--- src/alt_pkg.sv ---
// Package with opcodes, widths and carriers for the accumulator load transfers.
package alt_pkg;
  localparam int OpWidth = 10;
  localparam int DataWidth = 4;
  // Second timer-control read opcode as printed; the others are parameters of the top.
  localparam logic [9:0] OpReadTimerCtrlTwo = 10'h24c;
  localparam logic [9:0] OpReadTimerCtrlOneDflt = 10'h248;
  localparam logic [9:0] OpReadTimerCtrlThreeDflt = 10'h24e;
  localparam logic [9:0] OpReadTimerCtrlFourDflt = 10'h24f;
  localparam logic [9:0] OpReadXPointerDflt = 10'h052;
  localparam logic [9:0] OpReadYPointerDflt = 10'h05e;
  localparam logic [3:0] AccReset = 4'h0;
  localparam logic [5:0] SrcNone = 6'h00;

  // Source selector, one-hot.
  typedef enum logic [5:0] {
    ALT_SRC_NONE = 6'h00,
    ALT_SRC_W1 = 6'h01,
    ALT_SRC_W2 = 6'h02,
    ALT_SRC_W3 = 6'h04,
    ALT_SRC_W4 = 6'h08,
    ALT_SRC_X = 6'h10,
    ALT_SRC_Y = 6'h20
  } alt_src_e;

  // Register values presented by the timer block and the pointer registers.
  typedef struct packed {
    logic [3:0] timerCtrlRegOne;
    logic [3:0] timerCtrlRegTwo;
    logic [3:0] timerCtrlRegThree;
    logic [3:0] timerCtrlRegFour;
    logic [3:0] xPointer;
    logic [3:0] yPointer;
  } alt_srcs_s;

  // Result of one executed instruction.
  typedef struct packed {
    logic loaded;
    logic skipNext;
    logic [5:0] srcSel;
  } alt_result_s;
endpackage

--- src/alt_load_transfers.sv ---
// Decoder and accumulator datapath for the accumulator load transfer instructions.
`timescale 1ns/1ns

// The decoder watches one instruction word per machine cycle. When the word is one of
// the six accumulator loads, the addressed nibble is copied into A at the edge that ends
// the cycle. Every other word is left to the rest of the CPU: A holds, and the carry flag
// takes whatever the arithmetic unit offers. There is no pipeline and no stall, so a load
// and the word after it may follow back to back with no bubble.

module alt_load_transfers #(
  parameter logic [9:0] OpReadTimerCtrlOne = alt_pkg::OpReadTimerCtrlOneDflt,
  parameter logic [9:0] OpReadTimerCtrlThree = alt_pkg::OpReadTimerCtrlThreeDflt,
  parameter logic [9:0] OpReadTimerCtrlFour = alt_pkg::OpReadTimerCtrlFourDflt,
  parameter logic [9:0] OpReadXPointer = alt_pkg::OpReadXPointerDflt,
  parameter logic [9:0] OpReadYPointer = alt_pkg::OpReadYPointerDflt
) (
  // Clock and reset.
  input wire logic clk,
  input wire logic rst,
  // Instruction fetch, one word per machine cycle.
  input wire logic instrValid,
  input wire logic [alt_pkg::OpWidth-1:0] instrWord,
  // Source registers and the incoming carry.
  input wire alt_pkg::alt_srcs_s srcRegs,
  input wire logic carryIn,
  // Accumulator, carry flag and per-instruction result.
  output logic [alt_pkg::DataWidth-1:0] accOut,
  output logic carryFlag,
  output alt_pkg::alt_result_s result
);
  import alt_pkg::*;

  // Accumulator, carry flag and result word, each with its next value.
  logic [3:0] acc_ff;
  logic [3:0] nxt_acc;
  logic carry_ff;
  logic nxt_carry;
  alt_result_s res_ff;
  alt_result_s nxt_res;
  // One-hot source chosen by the decoder in the current cycle.
  alt_src_e sel;

  // All six opcodes in selector order, so that one loop can compare every pair.
  localparam logic [9:0] OpTable [6] = '{OpReadTimerCtrlOne, OpReadTimerCtrlTwo,
    OpReadTimerCtrlThree, OpReadTimerCtrlFour, OpReadXPointer, OpReadYPointer};

  // Opcodes must be distinct, otherwise the priority chain below would silently hide
  // one source. The clash is refused at elaboration rather than found in the field,
  // which also covers every pair and not only the ones that look likely.
  for (genvar i = 0; i < 5; i++)
  begin : g_op_chk
    for (genvar j = i + 1; j < 6; j++)
    begin : g_op_pair
      if (OpTable[i] == OpTable[j])
      begin : g_clash
        $error("alt_load_transfers: two transfer opcodes are equal");
      end
    end
  end

  // Decode; only a valid word selects a source. The chain gives a fixed priority, but the
  // elaboration check above keeps the opcodes apart, so the order never decides a result.
  // A word that matches none of the six leaves the selector at none and the datapath idle.
  always_comb
  begin
    sel = ALT_SRC_NONE;
    if (!instrValid)
      sel = ALT_SRC_NONE;
    else if (instrWord == OpReadTimerCtrlOne)
      sel = ALT_SRC_W1;
    else if (instrWord == OpReadTimerCtrlTwo)
      sel = ALT_SRC_W2;
    else if (instrWord == OpReadTimerCtrlThree)
      sel = ALT_SRC_W3;
    else if (instrWord == OpReadTimerCtrlFour)
      sel = ALT_SRC_W4;
    else if (instrWord == OpReadXPointer)
      sel = ALT_SRC_X;
    else if (instrWord == OpReadYPointer)
      sel = ALT_SRC_Y;
  end

  // Next accumulator and flags; other opcodes belong elsewhere and hold A here.
  // The carry flag is only a copy here: a transfer keeps it, any other word takes the
  // value that the rest of the arithmetic unit offers on carryIn in that same cycle.
  always_comb
  begin
    nxt_acc = acc_ff;
    case (sel)
      ALT_SRC_W1: nxt_acc = srcRegs.timerCtrlRegOne;
      ALT_SRC_W2: nxt_acc = srcRegs.timerCtrlRegTwo;
      ALT_SRC_W3: nxt_acc = srcRegs.timerCtrlRegThree;
      ALT_SRC_W4: nxt_acc = srcRegs.timerCtrlRegFour;
      ALT_SRC_X: nxt_acc = srcRegs.xPointer;
      ALT_SRC_Y: nxt_acc = srcRegs.yPointer;
      default: nxt_acc = acc_ff;
    endcase
    nxt_carry = (sel == ALT_SRC_NONE) ? carryIn : carry_ff;
    // The result word is rebuilt every cycle, so it can never stand longer than one cycle.
    nxt_res.loaded = (sel != ALT_SRC_NONE);
    nxt_res.skipNext = 1'b0;
    nxt_res.srcSel = sel;
  end

  // Registers; the load completes at the edge that ends the cycle.
  // A synchronous reset keeps the whole block in one timing domain with no reset tree.
  always_ff @(posedge clk)
  begin
    if (rst)
    begin
      acc_ff <= AccReset;
      carry_ff <= 1'b0;
      res_ff <= '0;
    end
    else
    begin
      acc_ff <= nxt_acc;
      carry_ff <= nxt_carry;
      res_ff <= nxt_res;
    end
  end

  // Every output is the flip-flop itself, so nothing combinational reaches the pins.
  assign accOut = acc_ff;
  assign carryFlag = carry_ff;
  assign result = res_ff;

  // The checks below sample at the rising edge and sleep through reset.
  // Each transfer must land the addressed nibble in A one edge after it is taken.
  a_w1_load: assert property (@(posedge clk) disable iff (rst)
    instrValid && instrWord == OpReadTimerCtrlOne |=> accOut == $past(srcRegs.timerCtrlRegOne))
    else $error("first timer control read wrong");
  a_w2_opcode: assert property (@(posedge clk) disable iff (rst)
    instrValid && instrWord == 10'b1001001100
    |=> accOut == $past(srcRegs.timerCtrlRegTwo) && result.srcSel == 6'h02)
    else $error("second timer control read wrong");
  a_w3_load: assert property (@(posedge clk) disable iff (rst)
    instrValid && instrWord == OpReadTimerCtrlThree
    |=> accOut == $past(srcRegs.timerCtrlRegThree))
    else $error("third timer control read wrong");
  a_w4_load: assert property (@(posedge clk) disable iff (rst)
    instrValid && instrWord == OpReadTimerCtrlFour
    |=> accOut == $past(srcRegs.timerCtrlRegFour))
    else $error("fourth timer control read wrong");
  a_x_copy: assert property (@(posedge clk) disable iff (rst)
    instrValid && instrWord == OpReadXPointer |=> accOut == $past(srcRegs.xPointer))
    else $error("X pointer read wrong");
  a_y_copy: assert property (@(posedge clk) disable iff (rst)
    instrValid && instrWord == OpReadYPointer |=> accOut == $past(srcRegs.yPointer))
    else $error("Y pointer read wrong");
  a_carry_kept: assert property (@(posedge clk) disable iff (rst)
    sel != ALT_SRC_NONE |=> $stable(carryFlag) && result.loaded && !result.skipNext)
    else $error("transfer disturbed carry or skip");
  a_idle_hold: assert property (@(posedge clk) disable iff (rst)
    !instrValid |=> $stable(accOut) && !result.loaded)
    else $error("accumulator changed without instruction");

  // The result word must name the source that was actually read, one-hot.
  a_w1_select: assert property (@(posedge clk) disable iff (rst)
    instrValid && instrWord == OpReadTimerCtrlOne
    |=> result.loaded && result.srcSel == ALT_SRC_W1)
    else $error("first timer control read selected wrong source");
  a_w3_select: assert property (@(posedge clk) disable iff (rst)
    instrValid && instrWord == OpReadTimerCtrlThree
    |=> result.loaded && result.srcSel == ALT_SRC_W3)
    else $error("third timer control read selected wrong source");
  a_w4_select: assert property (@(posedge clk) disable iff (rst)
    instrValid && instrWord == OpReadTimerCtrlFour
    |=> result.loaded && result.srcSel == ALT_SRC_W4)
    else $error("fourth timer control read selected wrong source");
  a_x_select: assert property (@(posedge clk) disable iff (rst)
    instrValid && instrWord == OpReadXPointer
    |=> result.loaded && result.srcSel == ALT_SRC_X)
    else $error("X pointer read selected wrong source");
  a_y_select: assert property (@(posedge clk) disable iff (rst)
    instrValid && instrWord == OpReadYPointer
    |=> result.loaded && result.srcSel == ALT_SRC_Y)
    else $error("Y pointer read selected wrong source");

  // Only the exact printed word, and only while valid, may select the second register.
  a_w2_exact: assert property (@(posedge clk) disable iff (rst)
    !(instrValid && instrWord == 10'b1001001100) |=> result.srcSel != ALT_SRC_W2)
    else $error("second timer control register selected by another word");

  // A word that is no transfer must leave A alone and hand the carry through.
  a_refused_word: assert property (@(posedge clk) disable iff (rst)
    instrValid && sel == ALT_SRC_NONE
    |=> $stable(accOut) && !result.loaded && carryFlag == $past(carryIn))
    else $error("non-transfer word disturbed the accumulator");

  // The result stands for exactly one cycle: a transfer followed by a non-transfer clears it.
  a_result_pulse: assert property (@(posedge clk) disable iff (rst)
    sel != ALT_SRC_NONE ##1 sel == ALT_SRC_NONE |=> !result.loaded)
    else $error("transfer result stood longer than one cycle");

  // A may only move after a transfer or a reset; anything else would mean a second writer.
  // The reset term covers a one-cycle reset whose cleared value shows at the next edge.
  a_acc_cause: assert property (@(posedge clk) disable iff (rst)
    !$stable(accOut) |-> $past(sel != ALT_SRC_NONE) || $past(rst))
    else $error("accumulator moved without a transfer");

  // The loaded flag and the selector must always tell the same story.
  a_loaded_flag: assert property (@(posedge clk) disable iff (rst)
    result.loaded == (result.srcSel != SrcNone))
    else $error("loaded flag disagrees with source selector");
endmodule

--- config.mk ---
export PLATFORM = sky130hd
export DESIGN_NAME = alt_load_transfers
export DESIGN_NICKNAME = d
export VERILOG_FILES = /design/src/alt_pkg.sv /design/src/alt_load_transfers.sv
export SDC_FILE = /design/constraint.sdc
export NUM_CORES = 1
export LEC_CHECK = 0
export ABC_AREA = 1
export BUFFER_PORTS_ARGS = -buffer_cell sky130_fd_sc_hd__buf_4
export CAP_MARGIN = 20
export CORE_UTILIZATION = 47
export CTS_BUF_LIST = sky130_fd_sc_hd__clkbuf_4 sky130_fd_sc_hd__clkbuf_8 sky130_fd_sc_hd__clkbuf_16
export CTS_CLUSTER_DIAMETER = 30
export DETAILED_ROUTE_END_ITERATION = 12
export PLACE_DENSITY = 0.93
export RECOVER_POWER = 50
export SLEW_MARGIN = 20
export SYNTH_ARGS = -nofsm -noshare
export SYNTH_HDL_FRONTEND = slang
export SYNTH_SLANG_ARGS = --single-unit
--- constraint.sdc ---
create_clock -name clk -period 2 [get_ports clk]
set_clock_uncertainty 0.15 [all_clocks]
set_input_delay 0.1 -clock clk [delete_from_list [all_inputs] [get_ports clk]]
set_output_delay 0.1 -clock clk [all_outputs]
set_load 0.02 [all_outputs]
==> impl_table.tex, run 1 <==
\begin{tabular}{lr}
\hline
Metric & Value \\
\hline
\multicolumn{2}{l}{\textbf{Outcome}} \\
Status & finished clean \\
\multicolumn{2}{l}{\textbf{Setup path}} \\
Critical path data arrival time & 1.84 ns \\
Type of the worst setup path & in2reg \\
Maximum net fanout on the critical path & 7 \\
Required time reported for the critical path endpoint & between 2 and 2.5 ns \\
Kind of end point of the critical path & register \\
Startpoint kind of the worst setup timing path & input pin \\
\multicolumn{2}{l}{\textbf{Final layout}} \\
Number of antenna cells inserted & 0 \\
Final-stage net count & 247 \\
Filler cells & $\sim$150 \\
Area delta synth->final & 41.61\% \\
Fraction of the core area covered by cells at the end of the flow & 74.04\% \\
Fraction of layout instances using a drive strength above 1 & 29.81\% \\
\multicolumn{2}{l}{\textbf{Die}} \\
Vertical die dimension & 46.54 um \\
Top Ports & 51 \\
Starting utilization of the core area & a little over half \\
Count of standard-cell rows & 15 \\
Overall die area & roughly 2200 um2 \\
Core area & 1783 um2 \\
Die Width & between 40 and 50 um \\
\multicolumn{2}{l}{\textbf{CTS}} \\
CTS tree & done \\
Root Driver & clkbuf\_4 \\
Number of CTS-inserted buffers & 3 \\
TritonCTS Sinks & 12 \\
H-tree depth & 1 \\
Clock slew at the register clock pins of the worst setup and hold paths & 0.08 ns \\
Clock latency of the later-clocked register in the worst-skew pair & $\sim$0.27 ns \\
Maximum buffer depth of the clock tree & 2 \\
Post-CTS repair timing setup buffer count & 0 \\
\multicolumn{2}{l}{\textbf{Synth}} \\
Synth Area per Inst & between 5 and 6 um2 \\
Yosys top cell area share & about a quarter \\
Fraction of the mapped netlist area in simple logic gates & 55.17\% \\
Multiplexer share of the synthesized area & 0\% \\
Yosys warns & 0 \\
Arithmetic-cell share of the synthesized area counting full adders, half adders and majority gates & 0\% \\
Complex-gate fraction of the synthesized area & about 6\% \\
Synth Net Count & 195 \\
Dominant combinational cell family by area after synthesis & simple AND/OR/NAND/NOR gates \\
Dominant cells by area after synthesis & dfxtp\_1 (26\%), nand2\_1 (13\%), nor2\_1 (13\%), inv\_1 (9.3\%), nand3\_1 (7.0\%) \\
Largest area contributor in the synthesized netlist & dfxtp\_1 \\
Gate count after technology mapping & 157 \\
Count of cell types in the netlist & 20 \\
Xor and xnor fraction of the mapped netlist area & 0\% \\
Synthesized cell area & about 930 um2 \\
Number of synthesized register bits & 12 \\
Share of synthesized area occupied by flip-flops and latches & between 20\% and 30\% \\
\multicolumn{2}{l}{\textbf{Power}} \\
Leakage power summed over all cells & around 0.66 nW \\
Switching Fraction & around a quarter \\
Share of power burned in registers & approximately 44\% \\
Internal Pwr Total & between 0.4 and 0.5 mW \\
Part of the total power dissipated in combinational logic & a little over a fifth \\
Maximum resistive drop on vdd & about 0.00025 V \\
Clock power frac & roughly a third \\
Net Switching & about 0.14 mW \\
Total power per unit cell area & 418.0 nW/um2 \\
\multicolumn{2}{l}{\textbf{Placed design}} \\
Placer Congestion & between 0.9 and 1 \\
Number of buffers added on ports & between 40 and 50 \\
Detail Placement HPWL & between 2000 and 2500 um \\
\multicolumn{2}{l}{\textbf{Route}} \\
Final antenna-violating net count & 0 \\
Wire length after detailed routing & roughly 2700 um \\
DRC & 0 \\
Post-detailed-route wirelength per cell & around 12 um \\
Number of DRC markers in iteration 0 & between 40 and 50 \\
Vias per Instance & roughly 5 \\
Total vias in the final route & 1187 \\
First-pass iteration count of the detailed router & 6 \\
\multicolumn{2}{l}{\textbf{Min path}} \\
Kind of path behind the tightest hold check & in2reg \\
\multicolumn{2}{l}{\textbf{STA}} \\
Final-report setup violation count & 0 \\
Final-report max-slew violation count & 0 \\
Setup\_tns & 0 ns \\
Final Hold Viols & 0 \\
Min cycle time layout & roughly 1.8 ns \\
Setup repair after global routing missed its margin & false \\
Crit share post-route & about nine tenths \\
Fmax & 0.5643 GHz \\
\multicolumn{2}{l}{\textbf{Global route}} \\
Overall overflow remaining after global route & 0 \\
Pin count of the biggest net entering global routing & 20 \\
Global-route wire length before repair & between 4000 and 5000 um \\
Vias in the first global route & around 1000 \\
Initial antenna violation count & 0 \\
Total Routing Usage GR & $\sim$27\% \\
\multicolumn{2}{l}{\textbf{Flow run}} \\
Max capacitance violation total & 0 \\
\hline
\end{tabular}
## synthesized netlist by cell type
cell and count:
nand2_1 32, nor2_1 32, inv_1 23, nand3_1 13, dfxtp_1 12, nand4_1 10, o21ai_0 6, a21oi_1 5
nand2_2 4, nor2_2 4, nor2_4 4, inv_2 3, buf_2 2, buf_4 1, clkbuf_1 1, conb_1 1
nand2_4 1, nand3_2 1, nand3_4 1, nand4_2 1
## metrics by stage
step / hold slack [ns] / worst slack [ns] / instance area, um2 / cells / total power, mW
2_1_floorplan: 0.01907 / 0.7497 / 932.1 / 157 / 0.2941
3_5_place_dp: 0.2067 / 0.5141 / 1310 / 227 / 0.3627
3_3_place_gp: 0.2087 / 0.5465 / 1310 / 227 / 0.3601
6_report: 0.02937 / 0.2279 / 1320 / 233 / 0.5518
4_1_cts: 0.03014 / 0.3130 / 1366 / 233 / 0.5497
5_1_grt: 0.04794 / 0.05407 / 1320 / 233 / 0.5712
## cells in the final DEF, fill, tap and decap left out, drive strengths merged
master and n:
buf 40, nor2 40, nand2 37, inv 26
nand3 15, clkbuf 13, dfxtp 12, nand4 11
o21ai 6, a21oi 5, dlygate4sd3 2, conb 1
## routing by layer
layer / wire [um] / global-route usage [%] / vias to the layer above
met1: 1078 / 33.41 / 509
met4: 44 / 8.235 / 0
met3: 218 / 3.922 / 10
met5: 0 / 0 / -
li1: - / - / 593
met2: 1373 / 48.33 / 75
## worst max-delay path, cell delays in order
cell and delay [ns]:
buf_4 0.11, nor2_1 0.12, nand2_1 0.12, nor2_4 0.17, nand3_1 0.20, nand2_4 0.17
nor2_4 0.07, inv_2 0.06, nand2_1 0.05, a21oi_1 0.12, dlygate4sd3_1 0.55
## path summary, 6_finish.rpt
| kind | start | to | slack (ns) | cells past startpoint |
|---|---|---|---|---|
| worst min-delay path | instrWord[2] | result[0] | 0.03 | 4 |
| worst max register to register | carryFlag | carryFlag | 0.72 | 3 |
| worst min register to register | accOut[2] | accOut[2] | 0.32 | 2 |
| worst max-delay path | instrWord[7] | carryFlag | 0.23 | 11 |
## flip-flops by register name, summed over array words and instances (netlist names)
signal	count
result	7
accOut	4
carryFlag	1
## area by class of cell
type	instances	area (um2)	share of cell area, %
timing repair buffer	51	354.1	26.82
multi-input combinational	115	560.5	42.46
inverter	26	97.59	7.393
sequential	12	240.2	18.20
clock buffer	4	36.28	2.749
tap	25	31.28	2.370
## what timing repair did
item                                   4_1_cts  5_1_grt
resized for setup                            0        0
hold buffers                                 2        0
endpoints found under the hold margin       12        0
## kinds of logic (layout without fill, tap and decap cells)
logic type	count (synthesis)	after routing
compound gates	11	11
buf+inv	30	81
simple gates	103	103
other cells	1	1
flops	12	12
## power groups by stage
stage	clock network, mW	registers, mW	logic [mW]
3_5_place_dp	0	0.246	0.116
5_1_grt	0.199	0.241	0.131
3_3_place_gp	0	0.246	0.114
2_1_floorplan	0	0.248	0.0459
4_1_cts	0.189	0.241	0.120
6_report	0.191	0.241	0.120
Note: power is estimated with default switching activity, not from simulation.
==> inputs of run 2 (changes only) <==
Settings changed: RECOVER_POWER 50 to 100, SKIP_LAST_GASP from default to 1.
==> run 2 against run 1 <==
Effect of this change: clock power is essentially flat; via count is essentially flat; register-to-register slack is essentially flat; critical endpoint unchanged; highest routed layer unchanged.
==> impl_table.tex, run 2 (synthesis results as in run 1) <==
\begin{tabular}{lr}
\hline
Metric & Value \\
\hline
\multicolumn{2}{l}{\textbf{CTS}} \\
Number of CTS-inserted buffers & 3 \\
H-tree depth & 1 \\
Clock slew at the register clock pins of the worst setup and hold paths & $\sim$0.080 ns \\
Post-CTS repair timing setup buffer count & 0 \\
TritonCTS Sinks & 12 \\
Maximum buffer depth of the clock tree & 2 \\
Clock latency of the later-clocked register in the worst-skew pair & approximately 0.27 ns \\
CTS tree & done \\
Root Driver & clkbuf\_4 \\
\multicolumn{2}{l}{\textbf{Final layout}} \\
Max reg flops & 7 \\
Count of non-filler cells in the finished layout & roughly 230 \\
Fraction of the core area covered by cells at the end of the flow & between 70\% and 80\% \\
Area delta synth->final & 39.73\% \\
Filler cells & $\sim$160 \\
Final non-filler cell area & around 1300 um2 \\
Most frequent cells in the layout & buf\_4 (36), nor2\_1 (33), nand2\_1 (32) \\
Number of antenna cells inserted & 0 \\
Fraction of layout instances using a drive strength above 1 & 27.40\% \\
Final-stage net count & roughly 250 \\
Most common cell after layout, fill and taps aside & buf\_4 \\
\multicolumn{2}{l}{\textbf{Die}} \\
Vertical die dimension & 46.54 um \\
Die Width & around 47 um \\
Count of standard-cell rows & 15 \\
Overall die area & about 2200 um2 \\
Top Ports & between 50 and 60 \\
Starting utilization of the core area & roughly 52\% \\
Core area & approximately 1800 um2 \\
\multicolumn{2}{l}{\textbf{Min path}} \\
Worst hold path cell count & 4 \\
Endpoint with the worst hold slack & result[0] \\
Kind of path behind the tightest hold check & in2reg \\
Startpoint of the worst hold path & instrWord[2] \\
\multicolumn{2}{l}{\textbf{Flow run}} \\
Max capacitance violation total & 0 \\
\multicolumn{2}{l}{\textbf{Power}} \\
Leakage power summed over all cells & 0.6479 nW \\
Maximum resistive drop on vdd & roughly 0.00025 V \\
Total power per unit cell area & $\sim$420 nW/um2 \\
\multicolumn{2}{l}{\textbf{STA}} \\
Setup repair after global routing missed its margin & false \\
Min cycle time layout & $\sim$1.8 ns \\
Final-report max-slew violation count & 0 \\
Final-report setup violation count & 0 \\
Final Hold Viols & 0 \\
Setup\_tns & 0 ns \\
Crit share post-route & 88.72\% \\
Fmax & between 0.5 and 0.6 GHz \\
\multicolumn{2}{l}{\textbf{Route}} \\
First-pass iteration count of the detailed router & 4 \\
Final antenna-violating net count & 0 \\
DRC & 0 \\
Vias per Instance & 5.099 \\
Post-detailed-route wirelength per cell & roughly 12 um \\
Number of DRC markers in iteration 0 & 50 \\
Total vias in the final route & roughly 1200 \\
Wire length after detailed routing & between 2000 and 3000 um \\
\multicolumn{2}{l}{\textbf{Placed design}} \\
Detail Placement HPWL & between 2000 and 2500 um \\
Cell Count Post-Placement & between 200 and 250 \\
Placer Congestion & around 0.95 \\
Area after DPL & 1310 um2 \\
Number of buffers added on ports & 49 \\
\multicolumn{2}{l}{\textbf{Global route}} \\
Initial antenna violation count & 0 \\
Global-route wire length before repair & approximately 4200 um \\
Pin count of the biggest net entering global routing & 20 \\
Total Routing Usage GR & 27.32\% \\
Vias in the first global route & about 1000 \\
Overall overflow remaining after global route & 0 \\
\multicolumn{2}{l}{\textbf{Setup path}} \\
Kind of end point of the critical path & register \\
Required time reported for the critical path endpoint & between 2 and 2.5 ns \\
Maximum net fanout on the critical path & 7 \\
Critical path data arrival time & between 1.5 and 2 ns \\
Startpoint kind of the worst setup timing path & input pin \\
R2R cell count & 3 \\
Type of the worst setup path & in2reg \\
Internal reg-to-reg setup slack & 0.72 ns \\
Reg-to-Reg Start & carryFlag \\
Worst R2R End & carryFlag \\
\multicolumn{2}{l}{\textbf{Outcome}} \\
Status & finished clean \\
\hline
\end{tabular}
## run 2: cell count changes in the layout (fill, tap and decap cells not counted)
| cell | change |
|---|---|
| buf_4 | -4 |
| clkbuf_1 | +4 |
| nor2_1 | +1 |
| nor2_2 | -1 |
## run 2: cell type report
type / instances / area, um2 / share of cell area, %
Clock buffer: 4 / 36.28 / 2.786
Tap cell: 25 / 31.28 / 2.402
Sequential cell: 12 / 240.2 / 18.44
Timing Repair Buffer: 51 / 339.1 / 26.03
Inverter: 26 / 97.59 / 7.493
Multi-Input combinational cell: 115 / 558.0 / 42.84
## run 2: critical path, cell delays in order
cell and delay (ns):
buf_4 0.11, nor2_1 0.12, nand2_1 0.12, nor2_4 0.17, nand3_1 0.20, nand2_4 0.17
nor2_4 0.07, inv_2 0.06, nand2_1 0.05, a21oi_1 0.12, dlygate4sd3_1 0.55
## run 2: per-layer routing
layer | vias to the layer above | GRT usage (%) | wire, um
met1 | 520 | 33.41 | 1070
met3 | 2 | 3.922 | 222
met4 | 0 | 8.235 | 11
met2 | 75 | 48.33 | 1412
li1 | 591 | - | -
met5 | - | 0 | 0
## run 2: how the worst max path moves through the flow
| stage | start | end | slack (ns) | cells after the start |
|---|---|---|---|---|
| finish | instrWord[7] | carryFlag | 0.23 | 11 |
| global route | instrWord[7] | carryFlag | 0.05 | 11 |
| CTS | instrWord[3] | carryFlag | 0.31 | 12 |
| detailed placement | instrWord[5] | accOut[0] | 0.51 | 12 |
| global placement | instrWord[7] | accOut[1] | 0.55 | 12 |
| floorplan | instrValid | accOut[3] | 0.75 | 9 |
## run 2: report_power, final
| part | switching [mW] | internal (mW) | leakage, nW |
|---|---|---|---|
| Clock | 0.0793 | 0.111 | 0.0210 |
| Combinational | 0.0593 | 0.0604 | 0.530 |
| Sequential | 0.000737 | 0.240 | 0.0969 |
## run 2: what timing repair did
item | in CTS | in global routing
setup endpoints to repair | 0 | 0
hold buffers | 2 | 0
resized for setup | 0 | 0
hold endpoints to repair | 12 | 0
## run 2: through the flow
step | worst slack, ns | power (mW) | hold slack (ns)
2_1_floorplan | 0.7497 | 0.2941 | 0.01907
3_3_place_gp | 0.5465 | 0.3601 | 0.2087
3_5_place_dp | 0.5141 | 0.3627 | 0.2067
4_1_cts | 0.3130 | 0.5497 | 0.03014
5_1_grt | 0.05407 | 0.5709 | 0.04794
6_report | 0.2257 | 0.5504 | 0.02966
==> inputs of run 3 (changes only) <==
==> constraint.sdc (replaced) <==
create_clock -name clk -period 2 [get_ports clk]
set_clock_uncertainty 0.15 [all_clocks]
set_input_delay 0.2 -clock clk [delete_from_list [all_inputs] [get_ports clk]]
set_output_delay 0.2 -clock clk [all_outputs]
set_load 0.02 [all_outputs]
==> run 3 against run 2 <==
Effect of this change: critical endpoint is now accOut[1]; clock-buffer cell count unchanged; first-iteration DRC count decreased by 30%; core utilization decreased by 1.8 points; combinational power down 5%; routed wire length shrank 6.7%; sequential cell count stayed put; non-clock buffer count decreased by 2; setup slack improved by 0.24 ns; register-to-register slack better by 0.52 ns; clock power barely moved.
==> impl_table.tex, run 3 (synthesis results as in run 1) <==
\begin{tabular}{lr}
\hline
Metric & Value \\
\hline
\multicolumn{2}{l}{\textbf{Final layout}} \\
Number of antenna cells inserted & 0 \\
Most frequent cells in the layout & nor2\_1 (36), buf\_4 (35), nand2\_1 (33) \\
Count of non-filler cells in the finished layout & 231 \\
Fraction of layout instances using a drive strength above 1 & between 20\% and 30\% \\
Most common cell after layout, fill and taps aside & nor2\_1 \\
Area delta synth->final & 36.24\% \\
Max reg flops & 7 \\
Final-stage net count & 245 \\
\multicolumn{2}{l}{\textbf{Power}} \\
Leakage power summed over all cells & roughly 0.64 nW \\
Total power per unit cell area & about 430 nW/um2 \\
Maximum resistive drop on vdd & about 0.00025 V \\
\multicolumn{2}{l}{\textbf{Route}} \\
First-pass iteration count of the detailed router & 4 \\
Post-detailed-route wirelength per cell & about 11 um \\
Wire length after detailed routing & 2535 um \\
Vias per Instance & a little under 5 \\
Total vias in the final route & between 1000 and 1500 \\
Final antenna-violating net count & 0 \\
DRC & 0 \\
Number of DRC markers in iteration 0 & 35 \\
\multicolumn{2}{l}{\textbf{Placed design}} \\
Number of buffers added on ports & 49 \\
Detail Placement HPWL & 2022 um \\
Cell Count Post-Placement & 227 \\
Placer Congestion & $\sim$0.95 \\
\multicolumn{2}{l}{\textbf{CTS}} \\
Clock latency of the later-clocked register in the worst-skew pair & around 0.27 ns \\
Maximum buffer depth of the clock tree & 2 \\
Clock slew at the register clock pins of the worst setup and hold paths & about 0.080 ns \\
CTS tree & done \\
TritonCTS Sinks & 12 \\
Post-CTS repair timing setup buffer count & 0 \\
Post\_cts resized & 0 \\
Root Driver & clkbuf\_4 \\
Number of CTS-inserted buffers & 3 \\
Number of hold-repair buffers added at the cts stage & 0 \\
H-tree depth & 1 \\
\multicolumn{2}{l}{\textbf{Min path}} \\
Endpoint with the worst hold slack & accOut[0] \\
Startpoint of the worst hold path & rst \\
Kind of path behind the tightest hold check & in2reg \\
Worst hold path cell count & 2 \\
\multicolumn{2}{l}{\textbf{STA}} \\
Fmax & around 0.65 GHz \\
Crit share post-route & about three quarters \\
Final-report setup violation count & 0 \\
Setup repair after global routing missed its margin & false \\
Final Hold Viols & 0 \\
Setup\_tns & 0 ns \\
Final-report max-slew violation count & 0 \\
Min cycle time layout & between 1.5 and 2 ns \\
\multicolumn{2}{l}{\textbf{Global route}} \\
Overall overflow remaining after global route & 0 \\
Total Routing Usage GR & between 20\% and 30\% \\
Vias in the first global route & 990 \\
Initial antenna violation count & 0 \\
Global-route wire length before repair & 3960 um \\
Pin count of the biggest net entering global routing & 20 \\
\multicolumn{2}{l}{\textbf{Setup path}} \\
Startpoint kind of the worst setup timing path & input pin \\
Reg-to-Reg Start & accOut[1] \\
Type of the worst setup path & in2reg \\
Internal reg-to-reg setup slack & 1.24 ns \\
Worst R2R End & accOut[1] \\
Kind of end point of the critical path & register \\
R2R cell count & 2 \\
Critical path data arrival time & 1.59 ns \\
Maximum net fanout on the critical path & 7 \\
Required time reported for the critical path endpoint & just over 2 ns \\
\multicolumn{2}{l}{\textbf{Die}} \\
Starting utilization of the core area & between 50\% and 60\% \\
Count of standard-cell rows & 15 \\
Die Width & $\sim$47 um \\
Core area & about 1800 um2 \\
Vertical die dimension & between 40 and 50 um \\
Top Ports & between 50 and 60 \\
Overall die area & around 2200 um2 \\
\multicolumn{2}{l}{\textbf{Outcome}} \\
Status & finished clean \\
\multicolumn{2}{l}{\textbf{Flow run}} \\
Max capacitance violation total & 0 \\
\hline
\end{tabular}
==> run 3: changes by cell type in the layout (fill, tap and decap cells not counted) <==
cell / before / now
nand2_2: 4 / 3
nor2_1: 33 / 36
nand3_2: 1 / 0
dlygate4sd3_1: 2 / 0
nor2_4: 4 / 2
nand3_4: 0 / 1
buf_4: 36 / 35
nand2_1: 32 / 33
clkbuf_4: 3 / 4
nor2_2: 3 / 2
==> run 3: stage by stage <==
stage                     hold WS (ns)  area, um2  utilization [%]  worst slack [ns]  total power [mW]
final                          0.03083       1270            71.23            0.4633            0.5431
after global routing           0.03791       1270            71.23            0.2418            0.5660
after CTS                      0.02301       1346            75.51            0.6687            0.5466
after detailed placement        0.3047       1310            73.47            0.4141            0.3627
after global placement          0.3000       1310            73.47            0.4466            0.3601
after floorplan                 0.1191      932.1                -            0.6497            0.2941
==> run 3: power by group <==
part	total, mW	leakage (nW)	switching (mW)	internal [mW]
registers	0.241	0.0969	0.000619	0.240
clock network	0.188	0.0210	0.0776	0.111
logic	0.114	0.518	0.0569	0.0573
total	0.543	0.635	0.135	0.408
==> run 3: critical path: stages <==
cell,delay (ns)
clkbuf_1,0.13
inv_1,0.07
nand2_1,0.07
nor2_1,0.07
nand4_1,0.11
nand2_1,0.11
nor2_4,0.15
nand2_4,0.08
nor2_1,0.36
nand2_1,0.10
a21oi_1,0.15
==> run 3: routing by layer <==
layer / GRT usage (%) / vias up / share of wire (%) / wire length (um)
met3: 4.706 / 6 / 7.8 / 198
met5: 0 / - / 0 / 0
met2: 45.28 / 59 / 49 / 1252
met1: 30.61 / 489 / 41 / 1037
met4: 9.412 / 0 / 1.8 / 46
li1: - / 590 / - / -
==> run 3: how the worst max path moves through the flow <==
stage | to | startpoint | slack, ns | cells past startpoint
final | accOut[1] | instrWord[5] | 0.46 | 11
after global routing | accOut[2] | instrWord[5] | 0.24 | 11
after CTS | accOut[2] | instrWord[5] | 0.67 | 12
after detailed placement | accOut[0] | instrWord[5] | 0.41 | 12
after global placement | accOut[1] | instrWord[7] | 0.45 | 12
after floorplan | accOut[3] | instrValid | 0.65 | 9
==> run 3: cell type report <==
type,instances,area (um2)
flip-flops and latches,12,240.2
multi-input cells,115,545.5
well taps,25,31.28
inverters,26,97.59
fillers,164,513.0
repair buffers,49,319.1
clock buffers,4,36.28
